`src/osf_pkg.sv`:
```
// Constants, types and decode helpers for the oversampling average filter.
// Assumes a single 100 MHz core clock and a synchronous active-high reset.
package osf_pkg;

  localparam int DATA_W = 16;
  localparam int CHANNELS = 8;
  localparam int RATIO_W = 3;
  localparam int SHIFT_MAX = 6;
  localparam int ACC_W = DATA_W + SHIFT_MAX;
  localparam int CNT_W = SHIFT_MAX + 1;

  localparam logic [RATIO_W-1:0] OS_NONE = 3'h0;
  localparam logic [RATIO_W-1:0] OS_INVALID = 3'h7;

  localparam int CLK_PERIOD_NS = 10;
  localparam int ACQ_TIME_NS = 1000;
  localparam int ACQ_CYCLES = (ACQ_TIME_NS + CLK_PERIOD_NS - 1) / CLK_PERIOD_NS;
  localparam int TMR_W = 12;

  localparam logic [1:0] GROUP_NONE = 2'h0;
  localparam logic [1:0] GROUP_BOTH = 2'h3;

  typedef enum logic [1:0]
  {
    ST_IDLE = 2'b00,
    ST_CONV = 2'b01,
    ST_ACQ = 2'b10,
    ST_DONE = 2'b11
  } osf_state_t;

  // Code is the log2 of the ratio; 000 gives one sample
  function automatic logic [RATIO_W-1:0] osf_ratio_shift(input logic [RATIO_W-1:0] code);
    begin
      osf_ratio_shift = (code == OS_INVALID) ? OS_NONE : code;
    end
  endfunction : osf_ratio_shift

  function automatic logic [CNT_W-1:0] osf_sample_count(input logic [RATIO_W-1:0] shift);
    begin
      osf_sample_count = CNT_W'(1) << shift;
    end
  endfunction : osf_sample_count

endpackage : osf_pkg

```
`src/osf_accum.sv`:
```
// One channel of sample accumulation, averaging and decimation.
// Assumes load and add come from the sequencer, one sample per pulse.
`timescale 1ns/1ns
module osf_accum
  import osf_pkg::*;
#(
  parameter int DW = DATA_W,
  parameter int AW = ACC_W
)
(
  input wire logic clk,
  input wire logic rst,
  input wire logic load,
  input wire logic add,
  input wire logic [DW-1:0] sample,
  input wire logic [RATIO_W-1:0] shift,
  output logic [DW-1:0] avg_word
);
  import osf_pkg::*;

  logic signed [AW-1:0] acc_reg;
  logic signed [AW-1:0] acc_next;
  logic signed [AW-1:0] sample_ext;
  logic signed [AW-1:0] shifted;

  assign sample_ext = AW'(signed'(sample));

  always_comb
  begin
    acc_next = acc_reg;
    if (load)
    begin
      acc_next = sample_ext;
    end
    else if (add)
    begin
      acc_next = acc_reg + sample_ext;
    end
  end

  always_ff @(posedge clk)
  begin
    if (rst)
    begin
      acc_reg <= '0;
    end
    else
    begin
      acc_reg <= acc_next;
    end
  end

  // Truncating shift: rounds toward minus infinity, no rounding bias added
  assign shifted = acc_reg >>> shift;
  assign avg_word = shifted[DW-1:0];

endmodule : osf_accum

```
`src/osf_filter.sv`:
```
// Oversampling sequencer, averaging filter and reference-mode control.
// Assumes a converter core that starts on a one-cycle start pulse per
// channel group and answers with conv_done plus all channel samples.
`timescale 1ns/1ns

module osf_filter
  import osf_pkg::*;
#(
  parameter int CH = CHANNELS,
  parameter int DW = DATA_W,
  parameter int ACQ_CNT = ACQ_CYCLES
)
(
  input wire logic clk,
  input wire logic rst,
  input wire logic [RATIO_W-1:0] oversample_ratio_select,
  input wire logic sample_trigger_a,
  input wire logic sample_trigger_b,
  input wire logic reference_source_select,
  input wire logic reference_io_pin_in,
  output logic reference_io_pin_out,
  output logic reference_io_pin_oe,
  output logic bandgap_enable,
  output logic reference_ok,
  output logic conv_start_a,
  output logic conv_start_b,
  input wire logic conv_done,
  input wire logic [CH*DW-1:0] conv_data,
  output logic [CH*DW-1:0] result_data,
  output logic result_valid,
  output logic busy,
  output logic config_error
);
  import osf_pkg::*;

  localparam int HALF = CH / 2;

  osf_state_t state_reg;
  osf_state_t state_next;
  logic trig_a_reg;
  logic trig_a_next;
  logic trig_b_reg;
  logic trig_b_next;
  logic [1:0] group_reg;
  logic [1:0] group_next;
  logic [RATIO_W-1:0] shift_reg;
  logic [RATIO_W-1:0] shift_next;
  logic [CNT_W-1:0] cnt_reg;
  logic [CNT_W-1:0] cnt_next;
  logic [TMR_W-1:0] tmr_reg;
  logic [TMR_W-1:0] tmr_next;
  logic start_a_reg;
  logic start_a_next;
  logic start_b_reg;
  logic start_b_next;
  logic valid_reg;
  logic valid_next;
  logic busy_reg;
  logic busy_next;
  logic cfg_err_reg;
  logic cfg_err_next;
  logic [CH*DW-1:0] result_reg;
  logic [CH*DW-1:0] result_next;
  logic ref_int_reg;
  logic ref_int_next;
  logic ref_ok_reg;
  logic ref_ok_next;

  logic edge_a;
  logic edge_b;
  logic acc_load;
  logic acc_add;
  logic [CH*DW-1:0] avg_flat;
  logic [CNT_W-1:0] cnt_inc;

  assign edge_a = sample_trigger_a & ~trig_a_reg;
  assign edge_b = sample_trigger_b & ~trig_b_reg;
  assign cnt_inc = cnt_reg + CNT_W'(1);
  assign acc_load = (state_reg == ST_CONV) && conv_done && (cnt_reg == '0);
  assign acc_add = (state_reg == ST_CONV) && conv_done && (cnt_reg != '0);

  genvar gi;
  generate
    for (gi = 0; gi < CH; gi = gi + 1)
    begin : g_chan
      osf_accum #(
        .DW(DW),
        .AW(ACC_W)
      ) u_accum (
        .clk(clk),
        .rst(rst),
        .load(acc_load),
        .add(acc_add),
        .sample(conv_data[gi*DW +: DW]),
        .shift(shift_reg),
        .avg_word(avg_flat[gi*DW +: DW])
      );
    end
  endgenerate

  // Sequencer
  always_comb
  begin
    state_next = state_reg;
    trig_a_next = sample_trigger_a;
    trig_b_next = sample_trigger_b;
    group_next = group_reg;
    shift_next = shift_reg;
    cnt_next = cnt_reg;
    tmr_next = tmr_reg;
    start_a_next = 1'b0;
    start_b_next = 1'b0;
    valid_next = 1'b0;
    result_next = result_reg;
    cfg_err_next = (oversample_ratio_select == OS_INVALID);
    case (state_reg)
      ST_IDLE:
      begin
        // Invalid ratio refuses the start rather than guessing a ratio
        if ((edge_a || edge_b) && (oversample_ratio_select != OS_INVALID))
        begin
          shift_next = osf_ratio_shift(oversample_ratio_select);
          cnt_next = '0;
          if (oversample_ratio_select != OS_NONE)
          begin
            // Triggers are tied while averaging, so either edge starts all
            group_next = GROUP_BOTH;
          end
          else
          begin
            group_next = {edge_b, edge_a};
          end
          start_a_next = (oversample_ratio_select != OS_NONE) | edge_a;
          start_b_next = (oversample_ratio_select != OS_NONE) | edge_b;
          state_next = ST_CONV;
        end
      end
      ST_CONV:
      begin
        if (conv_done)
        begin
          cnt_next = cnt_inc;
          if (cnt_inc == osf_sample_count(shift_reg))
          begin
            state_next = ST_DONE;
          end
          else
          begin
            tmr_next = TMR_W'(ACQ_CNT - 1);
            state_next = ST_ACQ;
          end
        end
      end
      ST_ACQ:
      begin
        // Acquisition gap before the internally timed sample
        if (tmr_reg == '0)
        begin
          start_a_next = group_reg[0];
          start_b_next = group_reg[1];
          state_next = ST_CONV;
        end
        else
        begin
          tmr_next = tmr_reg - TMR_W'(1);
        end
      end
      ST_DONE:
      begin
        for (int c = 0; c < CH; c++)
        begin
          if (group_reg[c / HALF])
          begin
            result_next[c*DW +: DW] = avg_flat[c*DW +: DW];
          end
        end
        valid_next = 1'b1;
        group_next = GROUP_NONE;
        state_next = ST_IDLE;
      end
      default:
      begin
        state_next = ST_IDLE;
      end
    endcase
    busy_next = (state_next != ST_IDLE);
  end

  always_ff @(posedge clk)
  begin
    if (rst)
    begin
      state_reg <= ST_IDLE;
      trig_a_reg <= 1'b1;
      trig_b_reg <= 1'b1;
      group_reg <= GROUP_NONE;
      shift_reg <= OS_NONE;
      cnt_reg <= '0;
      tmr_reg <= '0;
      start_a_reg <= 1'b0;
      start_b_reg <= 1'b0;
      valid_reg <= 1'b0;
      busy_reg <= 1'b0;
      cfg_err_reg <= 1'b0;
      result_reg <= '0;
    end
    else
    begin
      state_reg <= state_next;
      trig_a_reg <= trig_a_next;
      trig_b_reg <= trig_b_next;
      group_reg <= group_next;
      shift_reg <= shift_next;
      cnt_reg <= cnt_next;
      tmr_reg <= tmr_next;
      start_a_reg <= start_a_next;
      start_b_reg <= start_b_next;
      valid_reg <= valid_next;
      busy_reg <= busy_next;
      cfg_err_reg <= cfg_err_next;
      result_reg <= result_next;
    end
  end

  // Reference mode tracks reference_source_select every cycle, reset or not
  always_comb
  begin
    ref_int_next = reference_source_select;
    ref_ok_next = reference_source_select | reference_io_pin_in;
  end

  // Not reset: after power-up the mode is simply whatever reference_source_select says
  always_ff @(posedge clk)
  begin
    ref_int_reg <= ref_int_next;
    ref_ok_reg <= ref_ok_next;
  end

  assign reference_io_pin_oe = ref_int_reg;
  assign reference_io_pin_out = ref_int_reg;
  assign bandgap_enable = ref_int_reg;
  assign reference_ok = ref_ok_reg;
  assign conv_start_a = start_a_reg;
  assign conv_start_b = start_b_reg;
  assign result_data = result_reg;
  assign result_valid = valid_reg;
  assign busy = busy_reg;
  assign config_error = cfg_err_reg;

endmodule : osf_filter

```
`config.mk`:
```
export PLATFORM = sky130hd
export DESIGN_NAME = osf_filter
export DESIGN_NICKNAME = d
export VERILOG_FILES = /design/src/osf_pkg.sv /design/src/osf_accum.sv /design/src/osf_filter.sv
export SDC_FILE = /design/constraint.sdc
export NUM_CORES = 1
export LEC_CHECK = 0
export BUFFER_PORTS_ARGS = -buffer_cell sky130_fd_sc_hd__buf_2
export CAP_MARGIN = 10
export CORE_ASPECT_RATIO = 1.1
export CORE_MARGIN = 2
export CORE_UTILIZATION = 40
export DETAILED_ROUTE_END_ITERATION = 10
export GPL_ROUTABILITY_DRIVEN = 0
export PLACE_DENSITY = 0.61
export SYNTH_ARGS = -nofsm -noshare
export SYNTH_HDL_FRONTEND = slang
export SYNTH_HIERARCHICAL = 1
export SYNTH_SLANG_ARGS = --single-unit
```
`constraint.sdc`:
```
create_clock -name clk -period 3.8 [get_ports clk]
set_clock_uncertainty 0.1 [all_clocks]
set_input_delay 0.38 -clock clk [delete_from_list [all_inputs] [get_ports clk]]
set_output_delay 0.38 -clock clk [all_outputs]
set_load 0.05 [all_outputs]
```
# Yosys cells after proc, flatten, opt, wreduce, memory -nomap -nowiden
# Cells that the tools add are included.
[totals]
ramBits = 0
reg_bits = 339
n_memories = 0
word_cells = 120
rom_bits = 0
output_inout_bits = 137
latch_bits = 0
in_bits = 138
[classes]
magnitude_cmp = 0
add_sub_neg = 10
bitwise_logic = 7
eq_ne = 10
mux = 39
n_div = 0
n_shift = 9
multipliers = 0
n_reduce_logical = 21
[op_table]
columns = ["op", "count"]
rows = [
  ["$mux 22", 16],
  ["$add 22x16->22", 8],
  ["$sshr 22x3->16", 8],
  ["$mux 12", 3],
  ["$pmux 12 s2", 1],
  ["$mux 7", 2],
  ["$pmux 7 s2", 1],
  ["$logic_not 12->1", 1],
  ["$sub 12x1->12 const B", 1],
  ["$mux 2", 5],
  ["$reduce_bool 2->1", 5],
  ["$ne 2x2->1 const B", 4],
  ["$pmux 2 s4", 1],
  ["$reduce_and 2->1", 4],
  ["$add 7x1->7 const B", 1],
  ["$eq 7x7->1", 1],
  ["$logic_not 7->1", 1],
  ["$reduce_bool 7->1", 1],
  ["$shl 1x3->7 const A", 1],
  ["$mux 1", 6],
  ["$eq 2x2->1 const B", 2],
  ["$logic_and 1x1->1", 4],
  ["$pmux 1 s2", 2],
  ["$pmux 2 s2", 1],
  ["other kinds (12)", 16],
]

# Longest topological paths before layout
# Gate-level depths: netlist of the first run.
[logic_depth]
word_depth = 7
depth_mapped = 11
mapped_depth_nobuf = 10

# Cells and area by module
# The synthesis of the first run kept the hierarchy.
[by_module_without_submodules]
columns = ["module", "cells_each", "area_each_um2", "instances"]
rows = [
  ["osf_accum at g_chan[1].u_accum ...", 346, 2587.5, 3],
  ["osf_filter", 807, 6309.8, 1],
  ["osf_accum at g_chan[5].u_accum ...", 370, 2718.9, 2],
  ["osf_accum at g_chan[0].u_accum", 378, 2793.9, 1],
  ["osf_accum at g_chan[4].u_accum", 368, 2680.1, 1],
  ["osf_accum at g_chan[7].u_accum", 360, 2661.3, 1],
]

# Worst setup path after synthesis of the first run
# OpenSTA, ideal clock, no wires.
[synth_path]
kind = "reg2reg"
start = "reg state_reg[1]"
end = "reg g_chan[1].u_accum.acc_reg[21]"
required_time_ns = 3.614
n_path_buf = 2
synth_period_minus_slack_ns = 3.580
stages_incl_launch_ff = 12
t_arrival_ns = 3.394
path_slack_ns = 0.220
path_cell_list = "dfxtp_1 clkbuf_1 nor2b_1 nand2_1 clkbuf_1 a31oi_1 inv_1 nor2_1 nand2_1 a21oi_1 a2111oi_0 a211oi_1"
[synth_between]
elab_chain_cells = 4
[synth_lines]
columns = ["element", "line", "rtl"]
rows = [
  ["start: declaration", "osf_filter.sv:38", "osf_state_t state_reg;"],
  ["start signal: assignment", "osf_filter.sv:209", "state_reg <= state_next;"],
  ["$eq 2x1->1", "osf_filter.sv:80", "assign acc_add = (state_reg == ST_CONV) && conv_done && (cnt_reg != '0);"],
  ["$logic_and 1x1->1 (2 in a row)", "osf_filter.sv:80", ""],
  ["net acc_add", "osf_filter.sv:72", "logic acc_add;"],
  ["$reduce_bool 2->1 (no source line)", "--", ""],
  ["end signal: assignment", "osf_accum.sv:49", "acc_reg <= acc_next;"],
  ["end: declaration", "osf_accum.sv:21", "logic signed [AW-1:0] acc_reg;"],
]
# The timed path passes the listed nets, and every way through them passes these cells.
# A chain may end at the register's enable or synchronous reset.

# Worst setup path in the final report of the first run
[layout_path]
start = "reg state_reg[0]"
end = "reg g_chan[2].u_accum.acc_reg[21]"
[layout_between]
elab_chain_cells = 4
[layout_lines]
columns = ["element", "line"]
rows = [
  ["$eq 2x1->1", "osf_filter.sv:80"],
  ["$logic_and 1x1->1 (2 in a row)", "osf_filter.sv:80"],
  ["net acc_add", "osf_filter.sv:72"],
  ["$reduce_bool 2->1 (no source line)", "--"],
  ["end signal: assignment", "osf_accum.sv:49"],
  ["end: declaration", "osf_accum.sv:21"],
]
# The timed path passes the listed nets, and every way through them passes these cells.

==> impl_results.md, run 1 <==
- Status: complete, no violations
- Cts repair resizes: 0
- Die W: 255 um
- Crit path max fanout: 73
- Endpoint, Worst Hold: g_chan[6].u_accum/acc_reg[13]
- Largest register FFs: 176
- Unrepaired setup endpoints after global routing: false
- Origin of the worst setup path: state_reg[0]
- Routed wire length: 83900 um
- Comb pwr share: 22.3%
- Final nets: 4236
- Most used cell, CP: nand2_1
- Fmax: 330 MHz
- Pint: 7.41 mW
- Hold path start: conv_data[109]
- Psw: 3.32 mW
- Cell family with most CP delay: simple AND/OR/NAND/NOR gates
- Synth area leaders: dfxtp_1, a21oi_1, nand2_1, ha_1, mux2i_1
- # rows: 101
- Buf/Inv on CP: 2
- Dpl cell area: 29600 sq um
- Critical path arrival: 3.42 ns
- Launching element type of the critical path: flop
- GRT Util Overall: 22.9%
- Fin crit period: 3.03 ns
- R2r setup slk: 0.77 ns
- Leak: 13.5 nW
- Switch share: 30.9%
- Post-Synthesis Cells: 3691
- Clk buf depth: 3
- Number of enable flip-flop cells after synthesis: 0
- Max cap viols: 0
- DIE AREA: 71200 sq um
- Synth Area per Inst: 7.49 sq um
- Average wire per standard cell: 17.2 um
- DRT iter0 DRCs: 1556
- Via count: 27113
- Worst VDD drop: 0.284 mV
- Synth area leader: dfxtp_1
- PwrDens: 333 nW/um^2
- Clock Root Buffer: clkbuf_16
- Total grt overflow: 0
- TritonCTS clock tree: yes
- Clk sink count: 339
- Clock share of power: 42.2%
- Vias in the first global route: 25911
- WHS: 0.0235 ns
- Worst Hold Depth: 3
- DP HPWL: 61400 um
- CP Capture Type: flop
- Area growth, synth to finish: 16.5%
- Relative slew slack: 38.0%
- Sequential-to-total area share from yosys stat: 24.5%
- H-tree lvl count: 2
- Drc violations: 0
- CP max stage cell: dfxtp_1
- Largest net degree at the start of global routing: 119
- Via/cell ratio: 5.55
- Mapped Nets: 4008
- Reg clk slew, reported paths: 0.06 ns
- Ys Warns: 6
- Post-route clock period utilization: 79.9%
- Synth cell types: 97
- Core Area: 68700 sq um
- Slew Limit Fails: 0
- FILL cells: 7036
- IO Pins: 275
- Share of cells above drive strength 1: 15.0%
- Setup Buffers After CTS: 0
- Drt first pass iters: 6
- Worst endpoint required time: 4.19 ns
- Worst skew pair latency: 0.59 ns
- Die Height: 280 um
- Async set or reset register ratio after synthesis: 0%
- Worst-Margin Slew: 0.930 ns
- Starting Density: 40.2%
- Flop pwr share: 35.5%
- Antenna violations before repair: 5
- Ys flop type: dfxtp_1
- First-pass GRT wire length: 135000 um
- Worst Hold Class: input port to flop
- Synthesized flop and latch total: 339
- Reg-to-Reg End: g_chan[2].u_accum/acc_reg[21]
- Max stage delay on crit path: 0.60 ns
- Top-count cell post-synth: nand2_1
- Top-area cell type share of the netlist area: 24.5%
- Antenna Nets Post-Route: 0
- Crit path kind: flop to flop
- Top post-synthesis cells by count: nand2_1, a21oi_1, dfxtp_1
- Cts bufs inserted: 44
- I/O Buffers: 274
- Hold Vio Cnt, Final: 0
- Cell area after synthesis: 27600 sq um
- Worst path cell trace: nor2b_1 > nand2_1 > a31oi_4 > buf_12 > inv_1 > nor2_1 > nand2_1 > a21oi_1 > a2111oi_0 > a211oi_1
- Reg2Reg Depth: 10
- Final setup fails: 0
- R2r startpoint: state_reg[0]
- Setup TNS: 0 ns
- Cell area after layout: 32200 sq um
-- logic make-up (layout without fill, tap and decap cells) --
logic type	Yosys count	in the layout	synth area share (%)
mux	278	278	11.1
fa+ha+maj	179	179	8.32
flops	339	339	24.5
other cells	0	3	0
simple gates	1278	1278	20.5
compound gates	1159	1159	26.5
buf+inv	330	591	4.88
xor+xnor	128	128	4.06
-- placed cells by master (no fill, tap or decap), types with 12 or more instances in the layout --
cell type / synthesis / layout
o21a_1: 31 / 31
a211oi_1: 62 / 62
a22oi_1: 12 / 12
a221oi_1: 29 / 29
xor2_1: 56 / 56
mux4_2: 16 / 16
nand3_1: 52 / 50
or2_2: 19 / 19
buf_4: 2 / 31
nand2b_1: 22 / 22
o21ai_0: 165 / 165
and3_1: 18 / 16
a21boi_0: 13 / 13
a31oi_1: 45 / 44
inv_1: 91 / 91
o22ai_1: 17 / 17
buf_2: 34 / 273
nor4_1: 18 / 18
o211ai_1: 14 / 14
clkbuf_16: 0 / 45
a21o_1: 95 / 95
mux2_2: 78 / 78
a21oi_1: 482 / 482
nand4_1: 28 / 28
nor3_1: 58 / 58
dfxtp_1: 339 / 336
nand2_1: 608 / 608
and2_1: 17 / 17
dlygate4sd3_1: 0 / 101
ha_1: 171 / 171
o31ai_1: 33 / 33
or3_1: 13 / 13
mux2i_1: 184 / 184
nor2b_1: 37 / 37
xnor2_1: 72 / 72
a211o_1: 12 / 12
nor2_1: 325 / 325
-- power groups by stage --
stage / sequential [mW] / clock [mW] / combinational, mW
after floorplan: 3.84 / 0 / 1.77
after global placement: 3.89 / 0 / 2.28
after detailed placement: 3.89 / 0 / 2.29
after CTS: 3.81 / 4.64 / 2.38
after global routing: 3.83 / 4.78 / 2.67
final: 3.81 / 4.52 / 2.40
-- repair_timing --
item | CTS | global route
hold buffers | 101 | 0
hold endpoints to repair | 100 | 0
endpoints found under the setup margin | 0 | 0
-- worst max-delay path by stage --
stage,to,cells past startpoint,slack [ns]
after CTS,g_chan[2].u_accum/acc_reg[21],10,0.77
final,g_chan[2].u_accum/acc_reg[21],10,0.77
after global placement,g_chan[2].u_accum/acc_reg[21],10,0.88
after floorplan,g_chan[1].u_accum/acc_reg[21],11,0.22
after global routing,g_chan[2].u_accum/acc_reg[21],10,0.52
after detailed placement,g_chan[2].u_accum/acc_reg[21],10,0.80
-- worst min-delay path, cell delays in order --
cell and delay (ns):
buf_2 0.11, o21ai_0 0.07, a21oi_1 0.10
-- per-stage QoR --
step | worst slack, ns | cells | utilization, % | power, mW
3_5_place_dp | 0.804 | 4699 | 43.1 | 6.18
2_1_floorplan | 0.220 | 3691 | - | 5.61
3_3_place_gp | 0.879 | 4699 | 43.1 | 6.17
4_1_cts | 0.768 | 4879 | 46.8 | 10.8
5_1_grt | 0.518 | 4882 | 46.8 | 11.3
6_report | 0.765 | 4882 | 46.8 | 10.7
-- routing by layer --
layer	track usage, %	share of wire [%]	vias to the layer above	wire (um)
li1	-	-	13799	-
met1	29.1	45	12636	37600
met2	39.7	48	538	40100
met3	3.11	4.1	138	3440
met4	7.54	3.2	2	2700
met5	0	0.015	-	13
-- cell type report --
cell class / count / area (sq um) / share of cell area (%)
flip-flops and latches: 339 / 6800 / 21.1
clock inverters: 18 / 263 / 0.816
diodes: 3 / 7.51 / 0.0233
multi-input cells: 3022 / 19600 / 60.7
repair buffers: 413 / 2770 / 8.59
well taps: 927 / 1160 / 3.60
clock buffers: 61 / 1280 / 3.96
inverters: 99 / 372 / 1.15
Power figures use the tool's default switching activity.
==> run 2, diff against run 1 <==
--- a/config.mk
+++ b/config.mk
@@ -12,7 +12,7 @@
 export CORE_UTILIZATION = 40
 export DETAILED_ROUTE_END_ITERATION = 10
 export GPL_ROUTABILITY_DRIVEN = 0
-export PLACE_DENSITY = 0.61
+export PLACE_DENSITY = 0.59
 export SYNTH_ARGS = -nofsm -noshare
 export SYNTH_HDL_FRONTEND = slang
 export SYNTH_HIERARCHICAL = 1
==> constraint.sdc (replaced) <==
create_clock -name clk -period 2.84 [get_ports clk]
set_clock_uncertainty 0.1 [all_clocks]
set_input_delay 0.284 -clock clk [delete_from_list [all_inputs] [get_ports clk]]
set_output_delay 0.284 -clock clk [all_outputs]
set_load 0.05 [all_outputs]
==> impl_results.md, run 2 (synthesis gave the netlist of run 1 again) <==
- Drc violations: 0 (unchanged)
- Vias in the first global route: 26292 (was 25911)
- Largest net degree at the start of global routing: 140 (was 119)
- Reg2Reg Depth: 9 (was 10)
- Met3 WL: 3880 um (was 3440 um)
- Leak: 13.9 nW (was 13.5 nW)
- Max stage delay on crit path: 0.53 ns (was 0.60 ns)
- Post-route clock period utilization: 97.3%
- Relative slew slack: 40.8% (was 38.0%)
- R2r startpoint: g_chan[4].u_accum/acc_reg[0] (was state_reg[0])
- Worst VDD drop: 0.474 mV (was 0.284 mV)
- FILL cells: 7017 (was 7036)
- Launching element type of the critical path: input port (was flop)
- Final setup fails: 0 (unchanged)
- Most common cell after layout, fill and taps aside: nand2_1 (unchanged)
- Antenna Nets Post-Route: 0 (unchanged)
- PwrDens: 437 nW/um^2 (was 333 nW/um^2)
- Worst endpoint required time: 3.22 ns (was 4.19 ns)
- TritonCTS clock tree: yes (unchanged)
- Hold Vio Cnt, Final: 0 (unchanged)
- First-pass GRT wire length: 137000 um (was 135000 um)
- Tot Pwr: 14.4 mW (was 10.7 mW)
- Met2 wire length: 41200 um (was 40100 um)
- Average wire per standard cell: 17.3 um (was 17.2 um)
- Worst-Margin Slew: 0.888 ns (was 0.930 ns)
- WHS: 0.0542 ns (was 0.0235 ns)
- R2r setup slk: 0.15 ns (was 0.77 ns)
- GRT Util Overall: 23.4% (was 22.9%)
- DIE AREA: 71200 sq um (unchanged)
- Final nets: 4315 (was 4236)
- Worst Hold Class: input port to flop (unchanged)
- H-tree lvl count: 2 (unchanged)
- Post-layout util: 48.0% (was 46.8%)
- Top layer in use: met5 (unchanged)
- Reg clk slew, reported paths: 0.06 ns (about the same)
- Clk buf depth: 3 (unchanged)
- Starting Density: 40.2% (unchanged)
- CP max stage cell: dlygate4sd3_1 (was dfxtp_1)
- Reg-to-Reg End: g_chan[4].u_accum/acc_reg[18] (was g_chan[2].u_accum/acc_reg[21])
- Via/cell ratio: 5.55 (about the same)
- Worst path cell trace: dlygate4sd3_1 > buf_2 > ha_1 > fa_1 > a211o_1 > a211oi_2 > o211ai_1 > a31oi_1 > o21ai_1 > nor4b_2 > nor3_1 (was nor2b_1 > nand2_1 > a31oi_4 > buf_12 > inv_1 > nor2_1 > nand2_1 > a21oi_1 > a2111oi_0 > a211oi_1)
- Clock Root Buffer: clkbuf_16 (unchanged)
- Drt first pass iters: 8 (was 6)
- Max cap viols: 0 (unchanged)
- Status: complete, no violations (unchanged)
- Largest register FFs: 176 (unchanged)
- Fin crit period: 2.76 ns
- CP Capture Type: flop (unchanged)
- Final setup margin: 0.0764 ns (was 0.765 ns)
- Via count: 27546 (was 27113)
- Worst skew pair latency: 0.59 ns (about the same)
- Critical path arrival: 3.14 ns (was 3.42 ns)
- DRT iter0 DRCs: 1570 (was 1556)
- Slew Limit Fails: 0 (unchanged)
- Share of cells above drive strength 1: 16.1% (was 15.0%)
- Hold path start: rst (was conv_data[109])
- Clk sink count: 339 (unchanged)
- Crit path kind: input port to flop (was flop to flop)
- Worst Hold Depth: 2 (was 3)
- Area growth, synth to finish: 19.4% (was 16.5%)
- Routed wire length: 86100 um (was 83900 um)
- Antenna violations before repair: 4 (was 5)
- Pre-CTS WS: -0.00689 ns (was 0.804 ns)
- DP HPWL: 63100 um (was 61400 um)
- Cts bufs inserted: 45 (was 44)
- Met1 wire length: 38300 um (was 37600 um)
- Core Area: 68700 sq um (unchanged)
- IO Pins: 275 (unchanged)
- Fmax: 362 MHz
- # rows: 101 (unchanged)
- I/O Buffers: 274 (unchanged)
- Total grt overflow: 0 (unchanged)
- Crit path max fanout: 3 (was 73)
- Die Height: 280 um (unchanged)
- Most frequent cells in the layout: nand2_1, a21oi_1, dfxtp_1 (unchanged)
- Endpoint, Worst Hold: g_chan[6].u_accum/acc_reg[2] (was g_chan[6].u_accum/acc_reg[13])
- Die W: 255 um (unchanged)
==> run 2: changes by cell type in the layout (fill, tap and decap cells not counted), moves of 6 or more <==
cell and change:
dlygate4sd3_1 +30, buf_4 +39, buf_12 +8, clkinv_2 +6
==> run 2: layout make-up <==
type                    instances  area (sq um)  area share (%)
repair buffers                491          3530            10.7
diodes                          3          7.51          0.0227
clock buffers                  60          1310            3.95
flip-flops and latches        339          6800            20.6
clock inverters                20           239           0.724
inverters                      99           372            1.13
multi-input cells            3022         19600            59.4
well taps                     927          1160            3.51
==> run 2: worst max-delay path by stage <==
stage / slack, ns / to / depth (start not counted) / from
2_1_floorplan: 0.03 / g_chan[0].u_accum/acc_reg[12] / 9 / state_reg[0]
3_3_place_gp: 0.06 / g_chan[1].u_accum/acc_reg[14] / 10 / conv_data[16]
6_report: 0.08 / g_chan[4].u_accum/acc_reg[18] / 11 / conv_data[64]
5_1_grt: -0.07 / g_chan[4].u_accum/acc_reg[18] / 11 / conv_data[64]
4_1_cts: 0.07 / g_chan[1].u_accum/acc_reg[14] / 9 / g_chan[1].u_accum/acc_reg[0]
3_5_place_dp: -0.007 / g_chan[1].u_accum/acc_reg[14] / 10 / conv_data[16]
==> run 2: power breakdown <==
part / internal, mW / leakage (nW) / total [mW] / switching [mW]
Combinational: 1.40 / 10.4 / 3.32 / 1.91
Clock: 3.67 / 0.769 / 6.03 / 2.36
Sequential: 4.90 / 2.74 / 5.09 / 0.187
==> run 2: per-layer routing <==
| metal | GRT usage (%) | vias to the layer above |
|---|---|---|
| li1 | - | 13977 |
| met1 | 29.4 | 12869 |
| met2 | 40.6 | 551 |
| met3 | 3.48 | 145 |
| met4 | 8.10 | 4 |
| met5 | 0 | - |
==> run 2: repair_timing <==
| action | 4_1_cts | 5_1_grt |
|---|---|---|
| resized for setup | 0 | 8 |
| setup endpoints to repair | 0 | 12 |
| hold buffers | 131 | 0 |
| buffers inserted | 0 | 2 |
| endpoints found under the hold margin | 132 | 0 |
==> run 2: worst max-delay path, delay by kind of cell <==
family | cells | cell delay [ns]
buffers and inverters | 2 | 0.66
AO/OA/AOI/OAI | 5 | 1.15
AND/OR/NAND/NOR | 2 | 0.38
adder cells (fa/ha/maj) | 2 | 0.66
==> run 2: metrics by stage <==
step,instances,instance area (sq um),setup TNS (ns)
6_report,4961,33000,0
5_1_grt,4960,33000,-0.0742
4_1_cts,4956,32900,0
3_5_place_dp,4745,30100,-0.00689
3_3_place_gp,4745,30100,0
2_1_floorplan,3691,27700,0
